==> src/shared/cursor_font_consts.vh <==
// command codes, field positions and reset values for the
// cursor auto-move and font-map select command decoder.
// assumes inclusion by bare name from the design files.
`ifndef CURSOR_FONT_CONSTS_VH
`define CURSOR_FONT_CONSTS_VH

// command byte codes
`define CMD_CURSOR_AUTO_MOVE 8'h60
`define CMD_FONT_MAP_SELECT 8'h70

// operand field positions within the first operand byte
`define AUTO_MOVE_BIT 0
`define FONT_SEL_MSB 1
`define FONT_SEL_LSB 0

// font selection field encodings
`define FONT_SEL_DEFAULT_A 2'h0
`define FONT_SEL_DEFAULT_B 2'h1
`define FONT_SEL_ALT_ONE 2'h2
`define FONT_SEL_ALT_TWO 2'h3

// widths
`define BYTE_W 8
`define CURSOR_PTR_W 16

// reset values
`define AUTO_MOVE_RESET 1'b0
`define FONT_SEL_RESET 2'h0
`define CURSOR_PTR_RESET 16'h0000
`define OPERAND_RESET 8'h00

`endif

==> src/design/cursor_pointer_unit.v <==
// cursor pointer register: loaded by the cursor set command, stepped by
// one up or down when the decoder asks for an auto-move step.
// assumes load and step are one-cycle pulses on clk.
`timescale 1ns/10ps
`default_nettype none
`include "cursor_font_consts.vh"

module cursor_pointer_unit (
  input wire clk,
  input wire rstn,
  input wire load,
  input wire [`CURSOR_PTR_W-1:0] load_value,
  input wire step,
  input wire step_down,
  output wire [`CURSOR_PTR_W-1:0] ptr
);

  reg [`CURSOR_PTR_W-1:0] ptr_q;
  reg [`CURSOR_PTR_W-1:0] ptr_d;

  // a load in the same cycle as a step wins: software's position is final
  always @*
  begin
    ptr_d = ptr_q;
    if (load)
    begin
      ptr_d = load_value;
    end
    else if (step)
    begin
      if (step_down)
      begin
        ptr_d = ptr_q - {{(`CURSOR_PTR_W-1){1'b0}}, 1'b1};
      end
      else
      begin
        ptr_d = ptr_q + {{(`CURSOR_PTR_W-1){1'b0}}, 1'b1};
      end
    end
  end

  always @(posedge clk or negedge rstn)
  begin
    if (!rstn)
    begin
      ptr_q <= `CURSOR_PTR_RESET;
    end
    else
    begin
      ptr_q <= ptr_d;
    end
  end

  assign ptr = ptr_q;

endmodule // cursor_pointer_unit

`default_nettype wire

==> src/design/cursor_automove_font_select_cmds.v <==
// command decoder for the cursor auto-move and font-map select commands,
// with the cursor pointer that auto-move steps.
// assumes the host port has already been reduced to one-cycle write
// strobes on clk: one for operand bytes, one for command bytes.
//
// How it works
// command 60h sets auto-move from first operand
// host sends two operands; second one ignored
// operand bit 0 switches auto-move; rest ignored
// auto-move steps pointer after each data access
// command 70h takes font from operand bits 1:0
// 00/01 default font, 10 alt one, 11 two
// stepped pointer is the cursor-set pointer
// reset: auto-move off, default font selected
`timescale 1ns/10ps
`default_nettype none
`include "cursor_font_consts.vh"

module cursor_automove_font_select_cmds (
  input wire clk,
  input wire rstn,
  // host operand and command byte writes
  input wire [`BYTE_W-1:0] host_byte,
  input wire operand_wr,
  input wire command_wr,
  // display data access done by the rest of the controller
  input wire data_access,
  input wire data_step_down,
  // cursor pointer set command from the rest of the decoder
  input wire cursor_set,
  input wire [`CURSOR_PTR_W-1:0] cursor_set_value,
  // results
  output wire [`CURSOR_PTR_W-1:0] cursor_ptr,
  output reg auto_move_en,
  output reg [1:0] font_sel,
  output reg alt_font_map_one,
  output reg alt_font_map_two,
  output wire [1:0] operand_count,
  output reg cmd_done,
  output reg cmd_short
);

  // operand collection states
  localparam [1:0] ST_EMPTY = 2'h0;
  localparam [1:0] ST_ONE = 2'h1;
  localparam [1:0] ST_TWO = 2'h2;

  reg [1:0] state_q;
  reg [1:0] state_d;
  reg [`BYTE_W-1:0] first_operand_byte_q;
  reg [`BYTE_W-1:0] first_operand_byte_d;
  reg [`BYTE_W-1:0] second_operand_byte_q;
  reg [`BYTE_W-1:0] second_operand_byte_d;
  reg auto_move_q;
  reg auto_move_d;
  reg [1:0] font_sel_q;
  reg [1:0] font_sel_d;
  reg done_d;
  reg short_d;
  wire is_auto_move_cmd;
  wire is_font_cmd;
  wire ours;
  wire step;

  function cmd_match;
    input [`BYTE_W-1:0] code;
    input [`BYTE_W-1:0] code_ref;
    begin
      cmd_match = (code == code_ref);
    end
  endfunction

  assign is_auto_move_cmd = cmd_match(host_byte, `CMD_CURSOR_AUTO_MOVE);
  assign is_font_cmd = cmd_match(host_byte, `CMD_FONT_MAP_SELECT);
  assign ours = is_auto_move_cmd | is_font_cmd;

  // operand collection and command execution
  always @*
  begin
    state_d = state_q;
    first_operand_byte_d = first_operand_byte_q;
    second_operand_byte_d = second_operand_byte_q;
    auto_move_d = auto_move_q;
    font_sel_d = font_sel_q;
    done_d = 1'b0;
    short_d = 1'b0;
    if (command_wr)
    begin
      // any command byte consumes the collected operands
      state_d = ST_EMPTY;
      if (ours && state_q == ST_TWO)
      begin
        done_d = 1'b1;
        // second operand is held only for completeness, never decoded
        if (is_auto_move_cmd)
        begin
          auto_move_d = first_operand_byte_q[`AUTO_MOVE_BIT];
        end
        else
        begin
          font_sel_d =
            first_operand_byte_q[`FONT_SEL_MSB:`FONT_SEL_LSB];
        end
      end
      else if (ours)
      begin
        // fewer than two operands: command dropped, settings kept
        short_d = 1'b1;
      end
    end
    else if (operand_wr)
    begin
      case (state_q)
        ST_EMPTY:
        begin
          first_operand_byte_d = host_byte;
          state_d = ST_ONE;
        end
        ST_ONE:
        begin
          second_operand_byte_d = host_byte;
          state_d = ST_TWO;
        end
        ST_TWO:
        begin
          // a third byte begins a fresh operand pair
          first_operand_byte_d = host_byte;
          state_d = ST_ONE;
        end
        default:
        begin
          state_d = ST_EMPTY;
        end
      endcase
    end
  end

  always @(posedge clk or negedge rstn)
  begin
    if (!rstn)
    begin
      state_q <= ST_EMPTY;
      first_operand_byte_q <= `OPERAND_RESET;
      second_operand_byte_q <= `OPERAND_RESET;
      auto_move_q <= `AUTO_MOVE_RESET;
      font_sel_q <= `FONT_SEL_RESET;
      cmd_done <= 1'b0;
      cmd_short <= 1'b0;
    end
    else
    begin
      state_q <= state_d;
      first_operand_byte_q <= first_operand_byte_d;
      second_operand_byte_q <= second_operand_byte_d;
      auto_move_q <= auto_move_d;
      font_sel_q <= font_sel_d;
      cmd_done <= done_d;
      cmd_short <= short_d;
    end
  end

  // auto-move and font map outputs, registered
  always @(posedge clk or negedge rstn)
  begin
    if (!rstn)
    begin
      auto_move_en <= `AUTO_MOVE_RESET;
      font_sel <= `FONT_SEL_RESET;
      alt_font_map_one <= 1'b0;
      alt_font_map_two <= 1'b0;
    end
    else
    begin
      auto_move_en <= auto_move_d;
      font_sel <= font_sel_d;
      alt_font_map_one <= (font_sel_d == `FONT_SEL_ALT_ONE);
      alt_font_map_two <= (font_sel_d == `FONT_SEL_ALT_TWO);
    end
  end

  // the step uses the setting in force when the access completes
  assign step = data_access & auto_move_q;

  cursor_pointer_unit u_cursor (
    .clk(clk),
    .rstn(rstn),
    .load(cursor_set),
    .load_value(cursor_set_value),
    .step(step),
    .step_down(data_step_down),
    .ptr(cursor_ptr)
  );

  assign operand_count = state_q;

endmodule // cursor_automove_font_select_cmds

`default_nettype wire

==> config.mk <==
export PLATFORM = sky130hd
export DESIGN_NAME = cursor_automove_font_select_cmds
export DESIGN_NICKNAME = d
export VERILOG_FILES = /design/src/design/cursor_pointer_unit.v /design/src/design/cursor_automove_font_select_cmds.v
export VERILOG_INCLUDE_DIRS = /design/src /design/src/shared
export SDC_FILE = /design/constraint.sdc
export NUM_CORES = 1
export LEC_CHECK = 0
export BUFFER_PORTS_ARGS = -buffer_cell sky130_fd_sc_hd__buf_2
export CAP_MARGIN = 20
export CORE_UTILIZATION = 40
export CTS_BUF_LIST = sky130_fd_sc_hd__clkbuf_4
export DETAILED_ROUTE_END_ITERATION = 12
export GPL_TIMING_DRIVEN = 0
export PLACE_DENSITY = 0.67
export SLEW_MARGIN = 20
export SYNTH_ARGS = -nofsm -noshare
export SYNTH_HDL_FRONTEND = slang
export SYNTH_SLANG_ARGS = --single-unit
==> constraint.sdc <==
create_clock -name clk -period 2.2 [get_ports clk]
set_clock_uncertainty 0.2 [all_clocks]
set_input_delay 0.55 -clock clk [delete_from_list [all_inputs] [get_ports clk]]
set_output_delay 0.55 -clock clk [all_outputs]
set_load 0.1 [all_outputs]
==> run metrics, run 1 <==
Area contributors post-synth=dfrtp_1 (34%), ha_1 (8.9%), nand2_1 (4.6%), a21oi_1 (4.3%), xor2_1 (3.1%); Final Cycle Share=1.04; hold_ws=-0.00855 ns; router iterations before antenna repair=4; 1st-iter DRT viols=92; crit path launch type=flip-flop; Clk pin slew, worst setup/hold paths=0.16 ns; Via density=~5.2; Die X=72.1 um; Leak=1.13 nW; failing checks=hold timing, setup timing; top-area cell type share of the netlist area=0.344; placed cells=about 340; status=complete, but fails checks; delay-heaviest family, CP=compound AO/OA/AOI/OAI gates; # rows=25; Core ar.=between 4000 and 5000 sq um; mapped cell area=a little under 2000 sq um; antenna violations before repair=0; die height=a little over 70 um; WS Path Type=reg -> reg; final setup margin=-0.0890 ns; max incr delay on CP=around 0.51 ns; FMAX=approximately 0.44 GHz; setup_tns=-0.395 ns; H-tree depth=1; detailed-route DRC error count=0; total gr overflow=0; final hold vios=3; layout cell share with drive strength beyond 1=0.412; CTS sink count=27; post-synthesis mux area share=0.0707; Synth Warn #=0; Slew @ Worst Pin=0.623 ns; Design Area, Final=2620 sq um; Reg2Reg Capture Point=u_cursor.ptr[13]; largest family of logic cells by synthesized area=compound AO/OA/AOI/OAI gates; Clock Path Buffers=2; non-filler cells, final=341; Post-CTS Hold Fix Bufs=0; vias in the first global route=around 1800; final WL=~5000 um; RSZ-0062 raised after global routing=yes; first-pass GRT wire length=around 8400 um; PD cells=609 nW/um^2; CP endpoint kind=flip-flop; Crit path required time=between 2 and 2.5 ns; Synth Area in Simple Gates=0.188; Port Buf Inserts=54; Total Die Area=approximately 5200 sq um; Mapped Nets=260; sequential standard cell area=approximately 720 sq um; Fill cells=~440; syn avg cell area=~9.2 sq um; FF-to-FF Start=u_cursor.ptr[3]; Worst EP arrival=~2.3 ns; ANT cells=0; Routed Antenna Nets=0; GR Util All Layers=0.207; clock root cell=clkbuf_4; Adder-Cell Fraction of Synth Area=0.0993; drt wl/cell=14.8 um; GPL Wtd Cong=roughly 0.83; Area Growth Syn to Fin=33.5%; buffers and inverters on the worst path=0; largest net degree at the start of global routing=28; post-synth top area cell=dfrtp_1; pre-CTS setup slack=-0.753 ns; CTS Buf Count=3; hpwl dp=approximately 3700 um; register bit total from synthesis=27; max_cap viols=0; post-synthesis sequential area ratio=0.344; Slew HR=0.585; nets@finish=321; DP Area=roughly 2500 sq um; io pins=56; r2r setup slk=-0.09 ns; unique cell type count in the Yosys netlist=44; fraction of the mapped netlist area in compound gates=0.210; fin. max-slew vios=0; worst skew pair latency=0.34 ns; cell breakdown of the critical path=ha_2, nand3_1, nor2_4, o2111ai_4, a21oi_2, xor2_1, a221o_1; xor/xnor share of the synthesized area=0.0579; starting density of the core=0.416; Final min period=roughly 2.3 ns; Final setup violation count=9; Multi-input gate area=1440 sq um; CP Max Fanout=5; HP Class=in -> async; Post-Synthesis Cells=approximately 210; Vias=roughly 1800; CTS tree=done; FF-to-FF path depth=7; Slowest cell on crit path=dfrtp_4; Peak VDD IR=0.000281 V
[through the flow]
step / power [mW] / hold slack (ns) / util
after global routing: 1.69 / 0.0443 / 0.555
after floorplan: 1.17 / 0.0544 / -
after CTS: 1.60 / 0.0149 / 0.550
after detailed placement: 1.33 / 0.316 / 0.530
final: 1.60 / -0.00855 / 0.555
after global placement: 1.32 / 0.306 / 0.530
[synthesized netlist by cell type, drive strengths merged]
cell type,n
o21a,3
a221o,4
nand3,5
mux2i,6
nand4b,1
a22o,1
and2,1
xor2,7
buf,3
a31o,2
mux2,7
clkbuf,7
nor2,15
a31oi,1
nand3b,4
o31a,1
inv,3
o211ai,2
a211o,1
a21o,4
nand4,5
nor2b,2
nor4,2
a21oi,19
nor3,2
o2111ai,1
nor3b,6
o2111a,1
fa,1
and3,1
a221oi,2
nand2,24
o21ai,17
a2111oi,1
dfrtp,27
nand2b,4
a32oi,1
ha,14
xnor2,6
[worst max-delay path by stage]
| stage | start | cells past startpoint | to |
|---|---|---|---|
| after floorplan | u_cursor.ptr[4] | 7 | u_cursor.ptr[13] |
| after global placement | data_step_down | 8 | u_cursor.ptr[13] |
| after detailed placement | data_step_down | 8 | u_cursor.ptr[13] |
| after CTS | u_cursor.ptr[1] | 7 | u_cursor.ptr[12] |
| after global routing | u_cursor.ptr[1] | 7 | u_cursor.ptr[12] |
| final | u_cursor.ptr[3] | 7 | u_cursor.ptr[13] |
[layer usage]
metal	global-route usage	share of wire
met5	0	0
met4	0.0545	0.0087
met3	0.0264	0.025
met2	0.360	0.49
met1	0.272	0.48
[kinds of logic after synthesis]
kind of cell / count (synthesis)
fa+ha+maj: 15
simple gates: 72
buf+inv: 13
flops: 27
mux: 13
xor+xnor: 13
compound gates: 61
[cell usage in the layout (no fill, tap or decap), drive strengths merged, types with 2 or more instances in the layout]
cell	instances
xor2	7
nor2	15
o21a	3
nand2b	4
nor3	2
nand3	5
clkbuf	10
nand3b	4
inv	3
a31o	2
nand4	5
buf	59
a21o	4
mux2i	6
ha	14
xnor2	6
dfrtp	27
o211ai	2
o21ai	17
a221oi	2
a221o	4
nand2	24
mux2	7
a21oi	19
nor2b	2
nor4	2
nor3b	6
[final cells by class]
type | count | share of cell area
inverter | 3 | 0.00429
clock buffer | 3 | 0.00858
timing repair buffer | 59 | 0.120
tap | 67 | 0.0320
clock inverter | 1 | 0.00286
buffer | 7 | 0.0100
multi-input combinational | 174 | 0.547
sequential | 27 | 0.275
[state kept, by name, summed over array words and instances (netlist names)]
signal,cells
u_cursor.ptr,16
first_operand_byte_q,2
font_sel,2
operand_count,2
alt_font_map_one,1
alt_font_map_two,1
auto_move_en,1
cmd_done,1
cmd_short,1
[where the power goes]
group / leakage, nW / total [mW] / switching [mW] / internal (mW)
sequential: 0.324 / 0.589 / 0.0419 / 0.547
combinational: 0.789 / 0.776 / 0.503 / 0.273
clock: 0.0139 / 0.232 / 0.163 / 0.0697
total: 1.13 / 1.60 / 0.707 / 0.890
[timing repair]
action / CTS / global route
endpoints found under the hold margin: 0 / 0
setup endpoints to repair: 13 / 11
pin swaps: 13 / 10
buffers inserted: 5 / 0
resized for setup: 10 / 8
gates cloned: 0 / 0
Note: power is estimated with default switching activity, not from simulation.
==> run 2: changes to the inputs <==
Settings changed: CORE_ASPECT_RATIO from default to 0.9, CORE_MARGIN from default to 10.
==> run metrics, run 2 (synthesis gave the netlist of run 1 again) <==
status=complete, but fails checks; failing checks=hold timing, setup timing; clock root cell=clkbuf_4; CP endpoint kind=flip-flop; total gr overflow=0 (unchanged); vias in the first global route=1896 (+6.0%); Final min period=2.28 ns (-0.0122 ns); router iterations before antenna repair=4 (unchanged); starting density of the core=0.409 (-0.00704); # rows=24 (-4.0%); H-tree depth=1 (unchanged); Slew HR=0.583 (-0.00159); Peak VDD IR=0.000332 V (+18%); 1st-iter DRT viols=100 (+8.7%); Total Die Area=8120 sq um (+56%); die height=86.5 um (+20%); layout cell share with drive strength beyond 1=0.437 (+0.0249); sequential standard cell area=722 sq um (unchanged); Routed Antenna Nets=0 (unchanged); io pins=56 (unchanged); hold_ws=-0.00190 ns (+0.00665 ns); Crit path required time=2.24 ns (about the same); max incr delay on CP=0.52 ns (about the same); Final setup violation count=7 (-2); most frequent cells in the layout=buf_2 (53), nand2_1 (24), nor2_1 (13); CP Max Fanout=4 (-1); max reg flops=16 (unchanged); drt wl/cell=16.8 um (+14%); CTS Buf Count=3 (unchanged); Clock Path Buffers=2 (unchanged); commonest non-fill, non-tap cell in the layout=buf_2; WS Path Type=reg -> reg; Slowest cell on crit path=dfrtp_4; final hold vios=5 (+2); fin. max-slew vios=0 (unchanged); Area Growth Syn to Fin=37.6%; Via density=5.22 (-0.32%); Multi-input gate area=1480 sq um (+3.0%); max_cap viols=0 (unchanged); RSZ-0062 raised after global routing=yes; Vias=1795 (+0.56%); ANT cells=0 (unchanged); Leak=1.16 nW (+2.7%); Core ar.=4800 sq um (+1.7%); Clk pin slew, worst setup/hold paths=0.16 ns (about the same); hpwl dp=4230 um (+14%); cell breakdown of the critical path=ha_4, a21o_1, a31o_4, o2111ai_4, a21oi_2, xor2_1, a221o_1; final setup margin=-0.0769 ns (+0.0122 ns); nets@finish=326 (+1.6%); total power=1.64 mW (+3.0%); Final Cycle Share=1.03 (-0.00553); Design Area, Final=2710 sq um (+3.1%); Slew @ Worst Pin=0.625 ns (+0.00238 ns); antenna violations before repair=0 (unchanged); GPL Wtd Cong=0.834 (+0.68%); Fill cells=426 (-2.3%); final WL=5760 um (+15%); largest net degree at the start of global routing=28 (unchanged); worst skew pair latency=0.34 ns (about the same); GR Util All Layers=0.135 (-0.0720); DP Area=2500 sq um (about the same); FMAX=0.439 GHz (+0.53%); crit path launch type=flip-flop; Die X=93.9 um (+30%); CTS sink count=27 (unchanged); Port Buf Inserts=54 (unchanged); Worst EP arrival=2.32 ns (about the same); HP Class=in -> async; first-pass GRT wire length=9150 um (+8.3%); PD cells=608 nW/um^2 (-0.14%); CTS tree=done; detailed-route DRC error count=0 (unchanged)
-- run 2: final timing paths --
path / slack, ns / startpoint / to / cells past startpoint
min in group clk: 0.21 / cursor_set_value[8] / u_cursor.ptr[8] / 3
hold reg to reg: 0.32 / operand_count[1] / cmd_short / 1
hold / removal: -0.002 / rstn / u_cursor.ptr[11] / 1
max in group asynchronous: 1.31 / rstn / u_cursor.ptr[0] / 1
setup reg to reg: -0.08 / u_cursor.ptr[4] / u_cursor.ptr[13] / 7
setup / recovery: -0.08 / u_cursor.ptr[4] / u_cursor.ptr[13] / 7
-- run 2: stage by stage --
stage | hold WS, ns | utilization | setup TNS [ns] | std cells | setup slack (ns)
after detailed placement | 0.299 | 0.521 | -8.56 | 333 | -0.765
after floorplan | 0.0544 | - | -0.903 | 214 | -0.159
after global placement | 0.297 | 0.521 | -8.22 | 333 | -0.739
after CTS | 0.0199 | 0.549 | -0.332 | 344 | -0.0650
after global routing | 0.0368 | 0.563 | -1.10 | 344 | -0.183
final | -0.00190 | 0.563 | -0.294 | 344 | -0.0769
-- run 2: critical path: cells and delay by family (launching register included) --
kind / cells / cell delay, ns
DFF: 1 / 0.52
AOI/OAI and AO/OA: 5 / 1.08
adders and majority gates: 1 / 0.25
xor gates and xnor gates: 1 / 0.15
-- run 2: final cells by class --
class | count | area share
clock buffers | 4 | 0.0111
multi-input cells | 174 | 0.547
inverters | 3 | 0.00416
flip-flops and latches | 27 | 0.267
plain buffers | 7 | 0.00971
repair buffers | 64 | 0.131
well taps | 65 | 0.0301
-- run 2: repair_timing --
| action | in CTS | in global routing |
|---|---|---|
| hold buffers | 0 | 0 |
| gates resized for setup | 11 | 11 |
| buffers inserted | 9 | 1 |
| pin swaps | 13 | 17 |
| endpoints found under the setup margin | 13 | 10 |
-- run 2: metal layers --
metal | GRT usage | share of wire
met1 | 0.180 | 0.47
met2 | 0.222 | 0.48
met3 | 0.0372 | 0.048
met4 | 0.0124 | 0.0043
met5 | 0 | 0
-- run 2: power breakdown --
group | switching, mW | internal [mW] | total (mW) | leakage, nW
sequential | 0.0421 | 0.547 | 0.589 | 0.324
combinational | 0.520 | 0.298 | 0.819 | 0.815
clock | 0.153 | 0.0835 | 0.237 | 0.0184
total | 0.715 | 0.929 | 1.64 | 1.16
